[config.mk]
export PLATFORM = sky130hd
export DESIGN_NAME = ebc_bus_ctrl
export DESIGN_NICKNAME = d
export VERILOG_FILES = /design/src/ebc_pkg.sv /design/src/ebc_bus_ctrl.sv /design/src/ebc_pin_in.sv
export SDC_FILE = /design/constraint.sdc
export NUM_CORES = 1
export LEC_CHECK = 0
export BUFFER_PORTS_ARGS = -buffer_cell sky130_fd_sc_hd__buf_4
export CAP_MARGIN = 25
export CORE_ASPECT_RATIO = 1.25
export CORE_MARGIN = 5
export CORE_UTILIZATION = 54
export DETAILED_ROUTE_END_ITERATION = 7
export MAX_ROUTING_LAYER = met4
export PLACE_DENSITY_LB_ADDON = 0.15
export RECOVER_POWER = 100
export REMOVE_ABC_BUFFERS = 1
export SYNTH_ARGS = -nofsm -noshare
export SYNTH_HDL_FRONTEND = slang
export SYNTH_SLANG_ARGS = --single-unit
[constraint.sdc]
create_clock -name i_clk -period 5 [get_ports i_clk]
set_clock_uncertainty 0.15 [all_clocks]
set_input_delay 1 -clock i_clk [delete_from_list [all_inputs] [get_ports i_clk]]
set_output_delay 1 -clock i_clk [all_outputs]
set_load 0.01 [all_outputs]
[src/ebc_pkg.sv]
// Shared constants for the external bus cycle control block
package ebc_pkg;

  // ----------------------------------------------------------------
  // Widths
  // ----------------------------------------------------------------
  localparam int unsigned WS_W        = 4;
  localparam int unsigned SYNC_PINS   = 3;

  // ----------------------------------------------------------------
  // Pin positions inside the synchroniser vector
  // ----------------------------------------------------------------
  localparam int unsigned PIN_ACK     = 0;
  localparam int unsigned PIN_GRANT   = 1;
  localparam int unsigned PIN_BUSY    = 2;

  // ----------------------------------------------------------------
  // Reset values (all active-low pins idle high)
  // ----------------------------------------------------------------
  localparam logic [SYNC_PINS-1:0] PIN_RESET = 3'h7;
  localparam logic [WS_W-1:0]      WS_ZERO   = 4'h0;

  // ----------------------------------------------------------------
  // Timing
  // ----------------------------------------------------------------
  localparam int unsigned CLK_PERIOD_PS  = 5000;
  localparam int unsigned CLK_MHZ        = 1000000 / CLK_PERIOD_PS;
  // Synchronous acknowledge is only legal at or below this rate
  localparam int unsigned SYNC_ACK_MAX_MHZ = 100;

  typedef enum logic [1:0] {
    EBC_IDLE,
    EBC_ACCESS,
    EBC_FINISH
  } ebc_state_e;

endpackage : ebc_pkg
[src/ebc_bus_ctrl.sv]
// External bus cycle control: strobes, acknowledge stretching, bus request
`timescale 1ns/1ps
`default_nettype none
module ebc_bus_ctrl #(
  parameter int unsigned WS_W    = ebc_pkg::WS_W,
  parameter int unsigned CLK_MHZ = ebc_pkg::CLK_MHZ
) (
  // Clock and reset
  input  wire logic            i_clk,
  input  wire logic            i_arst_n,
  // Core access request (external space only)
  input  wire logic            i_ext_req,
  input  wire logic            i_ext_wr,
  output logic                 o_ext_done,
  // Configuration
  input  wire logic [WS_W-1:0] i_wait_states,
  input  wire logic            i_ack_sync_select,
  input  wire logic            i_request_hold_bit,
  input  wire logic            i_low_power,
  // Arbitration pins
  input  wire logic            i_bus_grant_n,
  input  wire logic            i_bus_busy_n,
  output logic                 o_bus_busy_n,
  output logic                 o_bus_busy_oe,
  output logic                 o_bus_request_n,
  output logic                 o_master,
  // Acknowledge pin
  input  wire logic            i_transfer_ack_n,
  // Strobes
  output logic                 o_read_strobe_n,
  output logic                 o_read_strobe_oe,
  output logic                 o_write_strobe_n,
  output logic                 o_write_strobe_oe
);

  ebc_pkg::ebc_state_e state;
  ebc_pkg::ebc_state_e next_state;
  logic [WS_W-1:0]     wait_cnt;
  logic [WS_W-1:0]     next_wait_cnt;
  logic                is_write;
  logic                master;
  logic                next_master;
  logic                req;
  logic                next_req;
  logic                busy_release;
  logic [ebc_pkg::SYNC_PINS-1:0] pin_sync;
  logic                ack_filt_n;
  logic                zero_ws;

  // ----------------------------------------------------------------
  // Pin synchronisers
  // ----------------------------------------------------------------
  ebc_pin_in #(
    .WIDTH (ebc_pkg::SYNC_PINS)
  ) u_pin_in (
    .i_clk        (i_clk),
    .i_arst_n     (i_arst_n),
    .i_pin        ({i_bus_busy_n, i_bus_grant_n, i_transfer_ack_n}),
    .o_sync       (pin_sync),
    .o_ack_filt_n (ack_filt_n)
  );

  // ----------------------------------------------------------------
  // Acknowledge qualification
  // ----------------------------------------------------------------
  wire sync_allowed = (CLK_MHZ <= ebc_pkg::SYNC_ACK_MAX_MHZ);
  wire ack_sync_n   = pin_sync[ebc_pkg::PIN_ACK];
  wire ack_sel_n    = (i_ack_sync_select && sync_allowed) ? ack_sync_n
                                                          : ack_filt_n;
  wire ack_seen     = master && (state == ebc_pkg::EBC_ACCESS) && !ack_sel_n;
  wire grant_sync   = !pin_sync[ebc_pkg::PIN_GRANT];
  wire busy_free    = pin_sync[ebc_pkg::PIN_BUSY];

  // ----------------------------------------------------------------
  // Access sequencer
  // ----------------------------------------------------------------
  assign zero_ws      = (i_wait_states == ebc_pkg::WS_ZERO);
  wire   min_done     = (wait_cnt == ebc_pkg::WS_ZERO);
  // Programmed count is the floor; acknowledge only matters once it expires
  wire   cycle_end    = min_done && (zero_ws || ack_seen);
  wire   start_access = i_ext_req && master && !i_low_power;

  always_comb
  begin
    next_state    = state;
    next_wait_cnt = wait_cnt;
    unique case (state)
      ebc_pkg::EBC_IDLE:
      begin
        if (start_access)
        begin
          next_state    = ebc_pkg::EBC_ACCESS;
          next_wait_cnt = i_wait_states;
        end
      end
      ebc_pkg::EBC_ACCESS:
      begin
        if (!min_done)
          next_wait_cnt = wait_cnt - 1'b1;
        else if (cycle_end)
          next_state = ebc_pkg::EBC_FINISH;
      end
      ebc_pkg::EBC_FINISH:
        next_state = ebc_pkg::EBC_IDLE;
    endcase
  end

  always_ff @(posedge i_clk or negedge i_arst_n)
  begin
    if (!i_arst_n)
    begin
      state    <= ebc_pkg::EBC_IDLE;
      wait_cnt <= ebc_pkg::WS_ZERO;
      is_write <= 1'b0;
    end
    else
    begin
      state    <= next_state;
      wait_cnt <= next_wait_cnt;
      if (start_access && state == ebc_pkg::EBC_IDLE)
        is_write <= i_ext_wr;
    end
  end

  assign o_ext_done = (state == ebc_pkg::EBC_FINISH);

  // ----------------------------------------------------------------
  // Strobes: one direction per cycle, released when not master
  // ----------------------------------------------------------------
  wire next_is_write = (state == ebc_pkg::EBC_IDLE) ? i_ext_wr : is_write;

  always_ff @(posedge i_clk or negedge i_arst_n)
  begin
    if (!i_arst_n)
    begin
      o_read_strobe_n  <= 1'b1;
      o_write_strobe_n <= 1'b1;
    end
    else
    begin
      o_read_strobe_n  <= !(next_state == ebc_pkg::EBC_ACCESS && !next_is_write);
      o_write_strobe_n <= !(next_state == ebc_pkg::EBC_ACCESS &&  next_is_write);
    end
  end

  assign o_read_strobe_oe  = master;
  assign o_write_strobe_oe = master;

  // ----------------------------------------------------------------
  // Bus request and mastership
  // ----------------------------------------------------------------
  // Only external requests reach this block, so internal traffic never moves it
  wire need_bus = i_ext_req || (state != ebc_pkg::EBC_IDLE);
  assign next_req = i_low_power ? (i_request_hold_bit && req)
                                : (need_bus || i_request_hold_bit);
  wire take_bus = !master && req && grant_sync && busy_free;
  wire drop_bus = master && !grant_sync && (next_state == ebc_pkg::EBC_IDLE);
  assign next_master = take_bus ? 1'b1 : (drop_bus ? 1'b0 : master);

  always_ff @(posedge i_clk or negedge i_arst_n)
  begin
    if (!i_arst_n)
    begin
      req          <= 1'b0;
      master       <= 1'b0;
      busy_release <= 1'b0;
    end
    else
    begin
      req          <= next_req;
      master       <= next_master;
      busy_release <= drop_bus;
    end
  end

  assign o_bus_request_n = !req;
  assign o_master        = master;
  // Busy is driven low while master, then driven high once before release
  assign o_bus_busy_n    = !master;
  assign o_bus_busy_oe   = master || busy_release;
endmodule : ebc_bus_ctrl
`default_nettype wire

[src/ebc_pin_in.sv]
// Two-flop synchronisers for the arbitration and acknowledge pins
`timescale 1ns/1ps
`default_nettype none
module ebc_pin_in #(
  parameter int unsigned WIDTH = ebc_pkg::SYNC_PINS
) (
  // Clock and reset
  input  wire logic             i_clk,
  input  wire logic             i_arst_n,
  // Raw pins
  input  wire logic [WIDTH-1:0] i_pin,
  // Synchronised levels
  output logic      [WIDTH-1:0] o_sync,
  // Acknowledge after one extra agreeing sample, for asynchronous mode
  output logic                  o_ack_filt_n
);

  logic [WIDTH-1:0] meta;
  logic             ack_prev;

  // ----------------------------------------------------------------
  // One synchroniser per pin
  // ----------------------------------------------------------------
  for (genvar g = 0; g < WIDTH; g++)
  begin : g_sync
    always_ff @(posedge i_clk or negedge i_arst_n)
    begin
      if (!i_arst_n)
      begin
        meta[g]   <= ebc_pkg::PIN_RESET[g];
        o_sync[g] <= ebc_pkg::PIN_RESET[g];
      end
      else
      begin
        meta[g]   <= i_pin[g];
        o_sync[g] <= meta[g];
      end
    end
  end

  // Async mode trades one cycle of latency for immunity to a lone stray sample
  always_ff @(posedge i_clk or negedge i_arst_n)
  begin
    if (!i_arst_n)
      ack_prev <= 1'b1;
    else
      ack_prev <= o_sync[ebc_pkg::PIN_ACK];
  end

  assign o_ack_filt_n = ack_prev | o_sync[ebc_pkg::PIN_ACK];

endmodule : ebc_pin_in
`default_nettype wire

==> results of run 1 <==
[cell type report]
cell class                      instances  area, sq um  area share, %
Sequential cell                        19          487           47.6
Tap cell                               18         22.5           2.20
Clock buffer                            3         22.5           2.20
Timing Repair Buffer                   21          116           11.4
Inverter                               11         41.3           4.04
Multi-Input combinational cell         49          328           32.1
Clock inverter                          1         5.00          0.490
[power by group through the flow]
stage / combinational (mW) / clock (mW) / sequential, mW
floorplan: 0.123 / 0 / 0.228
finish: 0.169 / 0.0748 / 0.224
global route: 0.195 / 0.0852 / 0.230
CTS: 0.191 / 0.0780 / 0.228
global placement: 0.184 / 0 / 0.229
detailed placement: 0.190 / 0 / 0.231
[cells in the mapped netlist]
| master | number |
|---|---|
| sky130_fd_sc_hd__a22oi_1 | 2 |
| sky130_fd_sc_hd__nor4bb_1 | 1 |
| sky130_fd_sc_hd__dfstp_2 | 9 |
| sky130_fd_sc_hd__and2b_1 | 1 |
| sky130_fd_sc_hd__nor4_1 | 1 |
| sky130_fd_sc_hd__a21oi_1 | 3 |
| sky130_fd_sc_hd__inv_1 | 11 |
| sky130_fd_sc_hd__o2111a_2 | 1 |
| sky130_fd_sc_hd__and4b_2 | 1 |
| sky130_fd_sc_hd__or2_2 | 1 |
| sky130_fd_sc_hd__nand2_1 | 7 |
| sky130_fd_sc_hd__ha_1 | 4 |
| sky130_fd_sc_hd__o21ai_1 | 1 |
| sky130_fd_sc_hd__and4bb_2 | 1 |
| sky130_fd_sc_hd__buf_4 | 2 |
| sky130_fd_sc_hd__o32ai_4 | 1 |
| sky130_fd_sc_hd__nor2_1 | 6 |
| sky130_fd_sc_hd__or2_1 | 1 |
| sky130_fd_sc_hd__dfrtp_1 | 10 |
| sky130_fd_sc_hd__o21ai_0 | 6 |
| sky130_fd_sc_hd__nand2b_1 | 2 |
| sky130_fd_sc_hd__buf_2 | 1 |
| sky130_fd_sc_hd__o22a_1 | 1 |
| sky130_fd_sc_hd__a211oi_1 | 1 |
| sky130_fd_sc_hd__a31oi_1 | 3 |
| sky130_fd_sc_hd__and4_1 | 1 |
| sky130_fd_sc_hd__nor3_1 | 1 |
| sky130_fd_sc_hd__mux2_2 | 2 |
[worst max path at each step]
stage / depth (start not counted) / start / slack (ns) / to
2_1_floorplan: 4 / i_wait_states[1] / 2.97 / busy_release
3_5_place_dp: 5 / i_wait_states[1] / 2.74 / busy_release
4_1_cts: 2 / o_master / 2.57 / o_bus_busy_oe
6_report: 2 / o_master / 2.60 / o_bus_busy_oe
5_1_grt: 6 / state[1] / 2.51 / wait_cnt[2]
3_3_place_gp: 5 / i_wait_states[1] / 2.76 / busy_release
[stage by stage]
stage	cell area, sq um	hold slack, ns	setup slack, ns	power [mW]
after global routing	1020	0.222	2.51	0.510
after floorplan	876	0.195	2.97	0.351
after detailed placement	1060	0.197	2.74	0.421
final	1020	0.215	2.60	0.468
after CTS	1080	0.213	2.57	0.497
after global placement	1060	0.196	2.76	0.413
[kinds of logic (layout without fill, tap and decap cells)]
family / count (synthesis) / count (layout) / synth area share (%)
buffers and inverters: 14 / 36 / 6.84
AOI/OAI and AO/OA: 19 / 19 / 15.6
muxes: 2 / 2 / 2.51
and+or+nand+nor: 24 / 24 / 15.1
DFF: 19 / 19 / 54.3
adders and majority gates: 4 / 4 / 5.59
[sequential cells by signal, summed over array words and instances (netlist names)]
register / flops
wait_cnt: 4
u_pin_in.meta: 3
u_pin_in.o_sync: 3
state: 2
busy_release: 1
is_write: 1
o_master: 1
o_read_strobe_n: 1
o_write_strobe_n: 1
req: 1
u_pin_in.ack_prev: 1
[worst register-to-register path, stage by stage, from the launching register on]
cell and delay, ns:
sky130_fd_sc_hd__dfrtp_1 0.42, sky130_fd_sc_hd__inv_1 0.09, sky130_fd_sc_hd__ha_1 0.38, sky130_fd_sc_hd__nand2_1 0.10, sky130_fd_sc_hd__o32ai_1 0.67, sky130_fd_sc_hd__a21oi_1 0.08, sky130_fd_sc_hd__o22a_1 0.21
[per-layer routing]
layer,up-vias,global-route usage [%],part of all wire [%]
met1,307,17.6,38
met5,-,-,0
li1,323,-,-
met2,18,22.8,55
met3,2,1.95,6.3
met4,0,8.94,0.61
==> results.md, run 1 <==
- The cell count of the worst hold path is 0.
- The capture instance of the worst register-to-register path is wait_cnt[2].
- Leaving out filler cells and counting taps, the final layout contains 122.
- The floorplan step set the die height to 55.5 microns.
- The area growth from synthesis to layout is 14.1%.
- The static power due to leakage is 0.468 nW.
- The number of pins with negative max-slew slack in the final report is 0.
- Across the run, the number of max-cap violations was 0.
- The number of buffers and inverters on the critical path is 1.
- The total CTS buffers is 3.
- Among all stages on the critical path, the largest delay is contributed by sky130_fd_sc_hd__dfrtp_1.
- The number of iterations in the first detailed-routing pass is 4.
- The last weighted congestion value of the routability-driven placer is 0.825.
- The repair_antennas step left the layout with diodes totalling 0.
- The worst path needs 2.40 ns of the cycle, external delays included.
- The fill cell instance count of the final layout is 145.
- The root buffer cell chosen for the clock tree is sky130_fd_sc_hd__clkbuf_4.
- The startpoint identified for the worst hold timing path is u_pin_in.meta[1].
- The worst-path maximum fanout is 10.
- The internal power of the cells totals 0.296 mW.
- The top cell type by total area after synthesis is sky130_fd_sc_hd__dfrtp_1.
- The number of cells on the worst reg-to-reg path is 6.
- Setup repair after global routing left no endpoint under its margin.
- The fraction of the yosys area taken by sequential cells is 54.3%.
- The power density over the cells is 458 mW/mm^2.
- The power spent charging and discharging nets is 0.172 mW.
- The post-cts hold buffer count is 0.
- The gate count of the mapped netlist is 82.
- In this run the mean area of a mapped cell was 10.9 sq um.
- Cells fill 64.6% of the core in the end.
- The total standard cell area after synthesis is 896 sq um.
- The routed design has 1.63 mm of wire.
- IR analysis of the VDD net gives a maximum drop of 0.256 mV.
- The library cells used most frequently in the layout, excluding fill and tap cells, are sky130_fd_sc_hd__inv_1 (11), sky130_fd_sc_hd__clkbuf_1 (11), sky130_fd_sc_hd__dfrtp_1 (10).
- The count of cells resized by post-cts repair is 0.
- The kind of path behind the tightest hold check is register to register.
- The wire length of the first global-routing pass is 2.75 mm.
- The distinct cell type count of the synthesized netlist is 28.
- Detailed placement finished with a half-perimeter wire length of 1.28 mm.
- In this run the number of H-tree levels came out at 1.
- Traced cell by cell, the critical path runs through or2_2 -> clkbuf_1.
- The via count of the first global-routing pass is 646.
- On the worst path, the slowest cell contributes a delay of 0.49 ns.
- The total global-route track usage is 14.8%.
- The final number of setup-violating endpoints is 0.
- The clock network burns 16.0% of the power.
- The worst slew slack as a fraction of its limit is 37.2%.
- Using the TritonRoute via totals, the vias-per-cell ratio works out to 5.33.
- The number of flip-flops and latches in the synthesized netlist is 19.
- The number of post-CTS setup repair buffers is 0.
- The nature of the critical path startpoint is a register.
- Summed over all failing endpoints, the final setup total negative slack is 0 ns.
- No sink is reached through more buffers than the 2 on the longest clock path.
- In this run, placement finished with an instance count of 118.
- The kind of cell with the highest combined delay along the critical path is flip-flops.
- The total area inside the core boundary comes to 0.00158 sq mm.
- The I/O pin count is 23.
- The effective utilization at floorplan is 56.6%.
- The share of the clock period used by the worst path after layout is 48.0%.
- Clock-pin slew was measured on the worst setup and hold paths at 0.11 ns.
- In the post-synthesis netlist, the biggest area contributors are sky130_fd_sc_hd__dfrtp_1 (28%), sky130_fd_sc_hd__dfstp_2 (26%), sky130_fd_sc_hd__ha_1 (5.6%), sky130_fd_sc_hd__inv_1 (4.6%), sky130_fd_sc_hd__o21ai_0 (3.4%).
- The element type at the critical path end is an output pin.
- Entering global routing, the biggest net connects 20 pins.
- The die area is 0.00258 sq mm.
- The startpoint identified for the worst register-to-register timing path is state[1].
- At the pin with the least slew margin, the transition time is 0.941 ns.
- The detailed router finished its first iteration with 9 violations.
- Input and output buffers added on the ports amount to 21.
- The fraction of layout cells with a size suffix above 1 is 26.0%.
- The number of DRC violations after detailed routing is 0.
- The clock latency at the later pin of the worst-skew pair is 0.29 ns.
- The arrival time of data at the critical path endpoint is 1.25 ns.
- Dividing the detail-routed wire length by the instance count gives 13.4 microns.
- The post-route antenna net violation count is 0.
- The number of nets in the layout is 123.
- The final hold violation count came to 0.
- The die extent in x is 46.4 microns.
- The detailed router placed 650 vias in this run.
- Static timing analysis puts the maximum clock frequency at 0.417 GHz.
- The switching part of the total is 36.7%.
- Sequential cells burn 47.9% of the power.
- The area share of the largest cell type after synthesis is 27.9%.
- In this run, the combinational gates consume 36.1% of the power.
- The TritonCTS clock tree is done.
- The endpoint of the worst hold-timing path is u_pin_in.o_sync[1].
- By startpoint and endpoint, the worst setup path is classified as register to output pin.
- Yosys printed 0 warnings.
- The floorplan has 16 rows.
- Counting every sink on the clock net gives 19.
- Setup slack on the worst reg-to-reg path comes out at 2.80 ns.
- Data on the critical path is required at its endpoint by 3.85 ns.
- The initial antenna violation count came to 0.
- The flow ran to the end, and the final reports show no timing, DRC or antenna violations.
- Summed over all layers, the global routing overflow is 0.
(Power assumes the default switching activity.)
==> run 2: changes to the inputs <==
Settings changed: ABC_AREA set to 1, CORE_UTILIZATION 54 to 46.
Clock period 5 ns to 2.1 ns, I/O delays scaled along.
==> run 2 against run 1 <==
  * Combinational power grew to 3.0 times the previous value
  * Worst hold slack worse by 0.14 ns
  * Sequential cell count did not move
  * Critical path depth increased by 5
  * Critical endpoint is now wait_cnt[0]
  * Final area increased by 7.0%
  * First-iteration DRC count is 44% higher
  * Highest routed layer unchanged
  * Cell count increased by 23%
==> results.md, run 2 <==
- Outcome: completed (unchanged).
- The final-layout worst hold slack came to 0.0736 ns (was 0.215 ns).
- The total standard cell area after synthesis is 943 sq um (was 896 sq um).
- The count of port buffers added during placement came to 21 (unchanged).
- The detail-routed net length per standard cell is 11.2 microns (was 13.4 microns).
- The distinct cell type count of the synthesized netlist is 21 (was 28).
- The highest ir drop seen on vdd is 0.554 mV (was 0.256 mV).
- The maximum clock rate is 0.559 GHz.
- The proportion of register bits with asynchronous set or reset after synthesis is 100% (unchanged).
- The element type at the critical path end was a register (was output pin).
- The routed design could run at a clock period as short as 1.79 ns.
- Cells taking the most area after synthesis: sky130_fd_sc_hd__dfrtp_1 (27%), sky130_fd_sc_hd__dfstp_2 (25%), sky130_fd_sc_hd__nand2_1 (10%), sky130_fd_sc_hd__o21ai_2 (5.6%), sky130_fd_sc_hd__ha_1 (5.3%) (was sky130_fd_sc_hd__dfrtp_1 (28%), sky130_fd_sc_hd__dfstp_2 (26%), sky130_fd_sc_hd__ha_1 (5.6%), sky130_fd_sc_hd__inv_1 (4.6%), sky130_fd_sc_hd__o21ai_0 (3.4%)).
- The overall overflow remaining after global route is 0 (unchanged).
- The TritonCTS clock tree was done (unchanged).
- The die extent in x came to 50.5 microns (was 46.4 microns).
- The post-synthesis simple-gate area fraction is 23.3% (was 15.1%).
- The fraction of layout cells with a size suffix above 1 was 29.2% (was 26.0%).
- The core region area was 0.00196 sq mm (was 0.00158 sq mm).
- The number of nets in the layout is 149 (was 123).
- Ordered cell list for the critical path: inv_1 -> ha_1 -> inv_2 -> o21ai_0 -> clkinv_4 -> nand2_1 -> o21ai_0 (was or2_2 -> clkbuf_1).
- The start of the worst register-to-register path is state[1] (unchanged).
- The final instance count without filler cells is 150 (was 122).
- The number of iterations in the first detailed-routing pass came to 2 (was 4).
- The required time of the critical path came to 2.13 ns (was 3.85 ns).
- The classification of the worst setup path is register to register (was register to output pin).
- The worst-path maximum fanout was 8 (was 10).
- The last weighted congestion value of the routability-driven placer is 0.838 (was 0.825).
- The I/O pin count is 23 (unchanged).
- Most frequent cells in the layout: sky130_fd_sc_hd__nand2_1 (28), sky130_fd_sc_hd__inv_1 (12), sky130_fd_sc_hd__dfrtp_1 (10), sky130_fd_sc_hd__clkbuf_1 (10), sky130_fd_sc_hd__dfstp_2 (9) (was sky130_fd_sc_hd__inv_1 (11), sky130_fd_sc_hd__clkbuf_1 (11), sky130_fd_sc_hd__dfrtp_1 (10)).
- The fraction of synthesized area in multiplexers came to 0% (was 2.51%).
- The detailed router's first-iteration violation count came to 13 (was 9).
- The max-capacitance violation count is 0 (unchanged).
- The via count of the first global-routing pass was 709 (was 646).
- The power density over the cells is 1100 mW/mm^2 (was 458 mW/mm^2).
- The capture instance of the worst register-to-register path is wait_cnt[0] (was wait_cnt[2]).
- The static power due to leakage is 0.560 nW (was 0.468 nW).
- The gate count of the mapped netlist is 106 (was 82).
- The instance count after placement with tap cells included is 145 (was 118).
- The number of flip-flops under the largest register name was 4 (unchanged).
- The area growth from synthesis to layout is 15.9% (was 14.1%).
- The combined buffer and inverter count along the critical path is 3 (was 1).
- The clock tree root buffer cell was sky130_fd_sc_hd__clkbuf_4 (unchanged).
- The slowest library cell on the worst path is sky130_fd_sc_hd__dfrtp_1 (unchanged).
- The measured slew at the worst slew-check pin is 0.967 ns (was 0.941 ns).
- The top cell type by total area after synthesis is sky130_fd_sc_hd__dfrtp_1 (unchanged).
- The fraction of the yosys area taken by sequential cells was 51.6% (was 54.3%).
- The combinational family with the most area after synthesis was simple AND/OR/NAND/NOR gates (was compound AO/OA/AOI/OAI gates).
- Leaving out fill and tap cells, the most frequent cell in the layout is sky130_fd_sc_hd__nand2_1.
- Registers with the most flip-flops: wait_cnt: 4 flops, u_pin_in.meta: 3 flops, u_pin_in.o_sync: 3 flops (unchanged).
- The die area is 0.00306 sq mm (was 0.00258 sq mm).
- The total global-route track usage is 12.2% (was 14.8%).
- The area share of the largest cell type after synthesis is 26.5% (was 27.9%).
- The number of DRC violations after detailed routing is 0 (unchanged).
- The area fraction in compound gates after synthesis was 10.1% (was 15.6%).
- The average cell area after synthesis is 8.90 sq um (was 10.9 sq um).
- The post-route antenna net violation count is 0 (unchanged).
- The arrival time of data at the critical path endpoint came to 1.82 ns (was 1.25 ns).
- The cell row count is 18 (was 16).
- The wire length of the first global-routing pass is 2.84 mm (was 2.75 mm).
- The total CTS buffers is 3 (unchanged).
- Synth top cells by count: sky130_fd_sc_hd__nand2_1 (26), sky130_fd_sc_hd__inv_1 (11), sky130_fd_sc_hd__dfrtp_1 (10), sky130_fd_sc_hd__dfstp_2 (9), sky130_fd_sc_hd__nor2_1 (8) (was sky130_fd_sc_hd__inv_1 (11), sky130_fd_sc_hd__dfrtp_1 (10), sky130_fd_sc_hd__dfstp_2 (9), sky130_fd_sc_hd__nand2_1 (7)).
- The mean number of vias per cell came to 4.82 (was 5.33).
- The effective utilization at floorplan is 48.1% (was 56.6%).
- The number of flip-flops and latches in the synthesized netlist is 19 (unchanged).
- The worst-case register-to-register setup slack was 0.31 ns (was 2.80 ns).
- The antenna cell count is 0 (unchanged).
- The total number of vias is 723 (was 650).
- The nature of the critical path startpoint is a register (unchanged).
- The initial antenna violation count came to 0 (unchanged).
- The count of clock tree sinks was 19 (unchanged).
- The number of levels the H-tree was split into is 1 (unchanged).
- RSZ-0062 raised after global routing: no (unchanged).
- The post-synthesis xor/xnor area fraction is 0% (unchanged).
- The total routed wirelength was 1.68 mm (was 1.63 mm).
- The worst slew slack as a fraction of its limit is 35.6% (was 37.2%).
- The final number of setup-violating endpoints is 0 (unchanged).
- The cell count of the worst hold path was 1 (was 0).
- The share of synthesized cell area in full adder, half adder and majority cells came to 5.31% (was 5.59%).
- In this design, the critical path's most frequently occurring cell is sky130_fd_sc_hd__o21ai_0.
- The depth of the worst register-to-register path is 7 (was 6).
- The worst stage delay on the critical path was 0.40 ns (was 0.49 ns).
- The register ranked first by flip-flop count is wait_cnt (unchanged).
- The number of post-CTS setup repair buffers is 0 (unchanged).
- The number of enable flip-flop cells after synthesis came to 0 (unchanged).
- The number of synthesis warnings came to 0 (unchanged).
- The clock latency at the later pin of the worst-skew pair is 0.29 ns (about the same).
- The final worst-path setup slack is 0.310 ns (was 2.60 ns).
- The most common flop cell mapped by yosys was sky130_fd_sc_hd__dfrtp_1 (unchanged).
- The maximum number of pins on one net before global-route repair is 20 (unchanged).
- The final critical path takes up 85.2% of the cycle.
- The final hold violation count is 0 (unchanged).
- The post-place setup slack is 0.494 ns (was 2.74 ns).
- The most frequently used cell type in the post-synthesis netlist is sky130_fd_sc_hd__nand2_1 (was sky130_fd_sc_hd__inv_1).
- The detailed-placement wirelength estimate was 1.34 mm (was 1.28 mm).
- The startpoint of the worst hold path is i_transfer_ack_n (was u_pin_in.meta[1]).
- The number of pins with negative max-slew slack in the final report is 0 (unchanged).
- The kind of path behind the tightest hold check is input pin to register (was register to register).
- The kind of cell adding the most delay to the critical path is compound AO/OA/AOI/OAI gates (was flip-flops).
- The clock-pin slew on the worst setup and hold paths is 0.10 ns (was 0.11 ns).
- The maximum root-to-sink buffer count is 2 (unchanged).
- The vertical die dimension was 60.6 microns (was 55.5 microns).
- The fill cell instance count of the final layout is 181 (was 145).
- The post-route setup TNS is 0 ns (unchanged).
- The endpoint of the worst hold-timing path is u_pin_in.meta[0] (was u_pin_in.o_sync[1]).
==> run 2: changes by cell type after synthesis, sizes merged, moves of 2 or more <==
cell,delta
a22oi,-2
inv,+7
nand3,+5
nand2,+23
nand2b,-2
mux2,-2
o21ai,+4
a31oi,-3
nor2,+3
==> run 2: layer usage <==
metal	part of all wire (%)	up-vias	track usage [%]
li1	-	372	-
met1	44	323	13.1
met3	5.8	6	2.95
met5	0	-	-
met2	47	22	20.7
met4	2.7	0	6.57
==> run 2: how the worst max path moves through the flow <==
stage                     cells past startpoint  slack (ns)             to        start
after floorplan                              10        0.67       o_master  wait_cnt[0]
after global placement                       12        0.55       o_master     state[1]
after detailed placement                     12        0.49       o_master     state[1]
after CTS                                     2        0.31  o_bus_busy_oe     o_master
after global routing                          7        0.17    wait_cnt[0]     state[1]
final                                         7        0.31    wait_cnt[0]     state[1]
==> run 2: through the flow <==
| stage | instance area, sq um | utilization, % | power (mW) |
|---|---|---|---|
| floorplan | 928 | - | 0.919 |
| global placement | 1110 | 56.7 | 1.09 |
| detailed placement | 1110 | 56.7 | 1.12 |
| CTS | 1150 | 58.6 | 1.31 |
| global route | 1090 | 55.8 | 1.32 |
| finish | 1090 | 55.8 | 1.21 |
==> run 2: layout make-up <==
cell class	count	area [sq um]	area share, %
well taps	20	25.0	2.29
repair buffers	22	130	11.9
inverters	19	76.3	6.98
flip-flops and latches	19	487	44.5
multi-input cells	66	348	31.8
clock buffers	3	22.5	2.06
clock inverters	1	5.00	0.458
==> run 2: repair_timing <==
| action | 4_1_cts | 5_1_grt |
|---|---|---|
| hold buffers | 1 | 0 |
| gates resized for setup | 0 | 0 |
| endpoints found under the hold margin | 10 | 0 |
==> run 2: report_power, final <==
part | leakage, nW | internal, mW | switching, mW
Sequential | 0.222 | 0.472 | 0.0594
Combinational | 0.321 | 0.185 | 0.314
Clock | 0.0177 | 0.0709 | 0.107
==> run 2: worst reg2reg max path: stages, from the launching register on <==
cell                       delay, ns
sky130_fd_sc_hd__dfrtp_1        0.40
sky130_fd_sc_hd__inv_1          0.10
sky130_fd_sc_hd__ha_1           0.26
sky130_fd_sc_hd__inv_2          0.11
sky130_fd_sc_hd__o21ai_0        0.36
sky130_fd_sc_hd__clkinv_4       0.16
sky130_fd_sc_hd__nand2_1        0.08
sky130_fd_sc_hd__o21ai_0        0.07
==> run 2: logic make-up (layout without fill, tap and decap cells) <==
logic type                 after synthesis  in the layout
and+or+nand+nor                         48             48
adders and majority gates                4              4
DFF                                     19             19
AOI/OAI and AO/OA                       14             14
buffers and inverters                   21             45
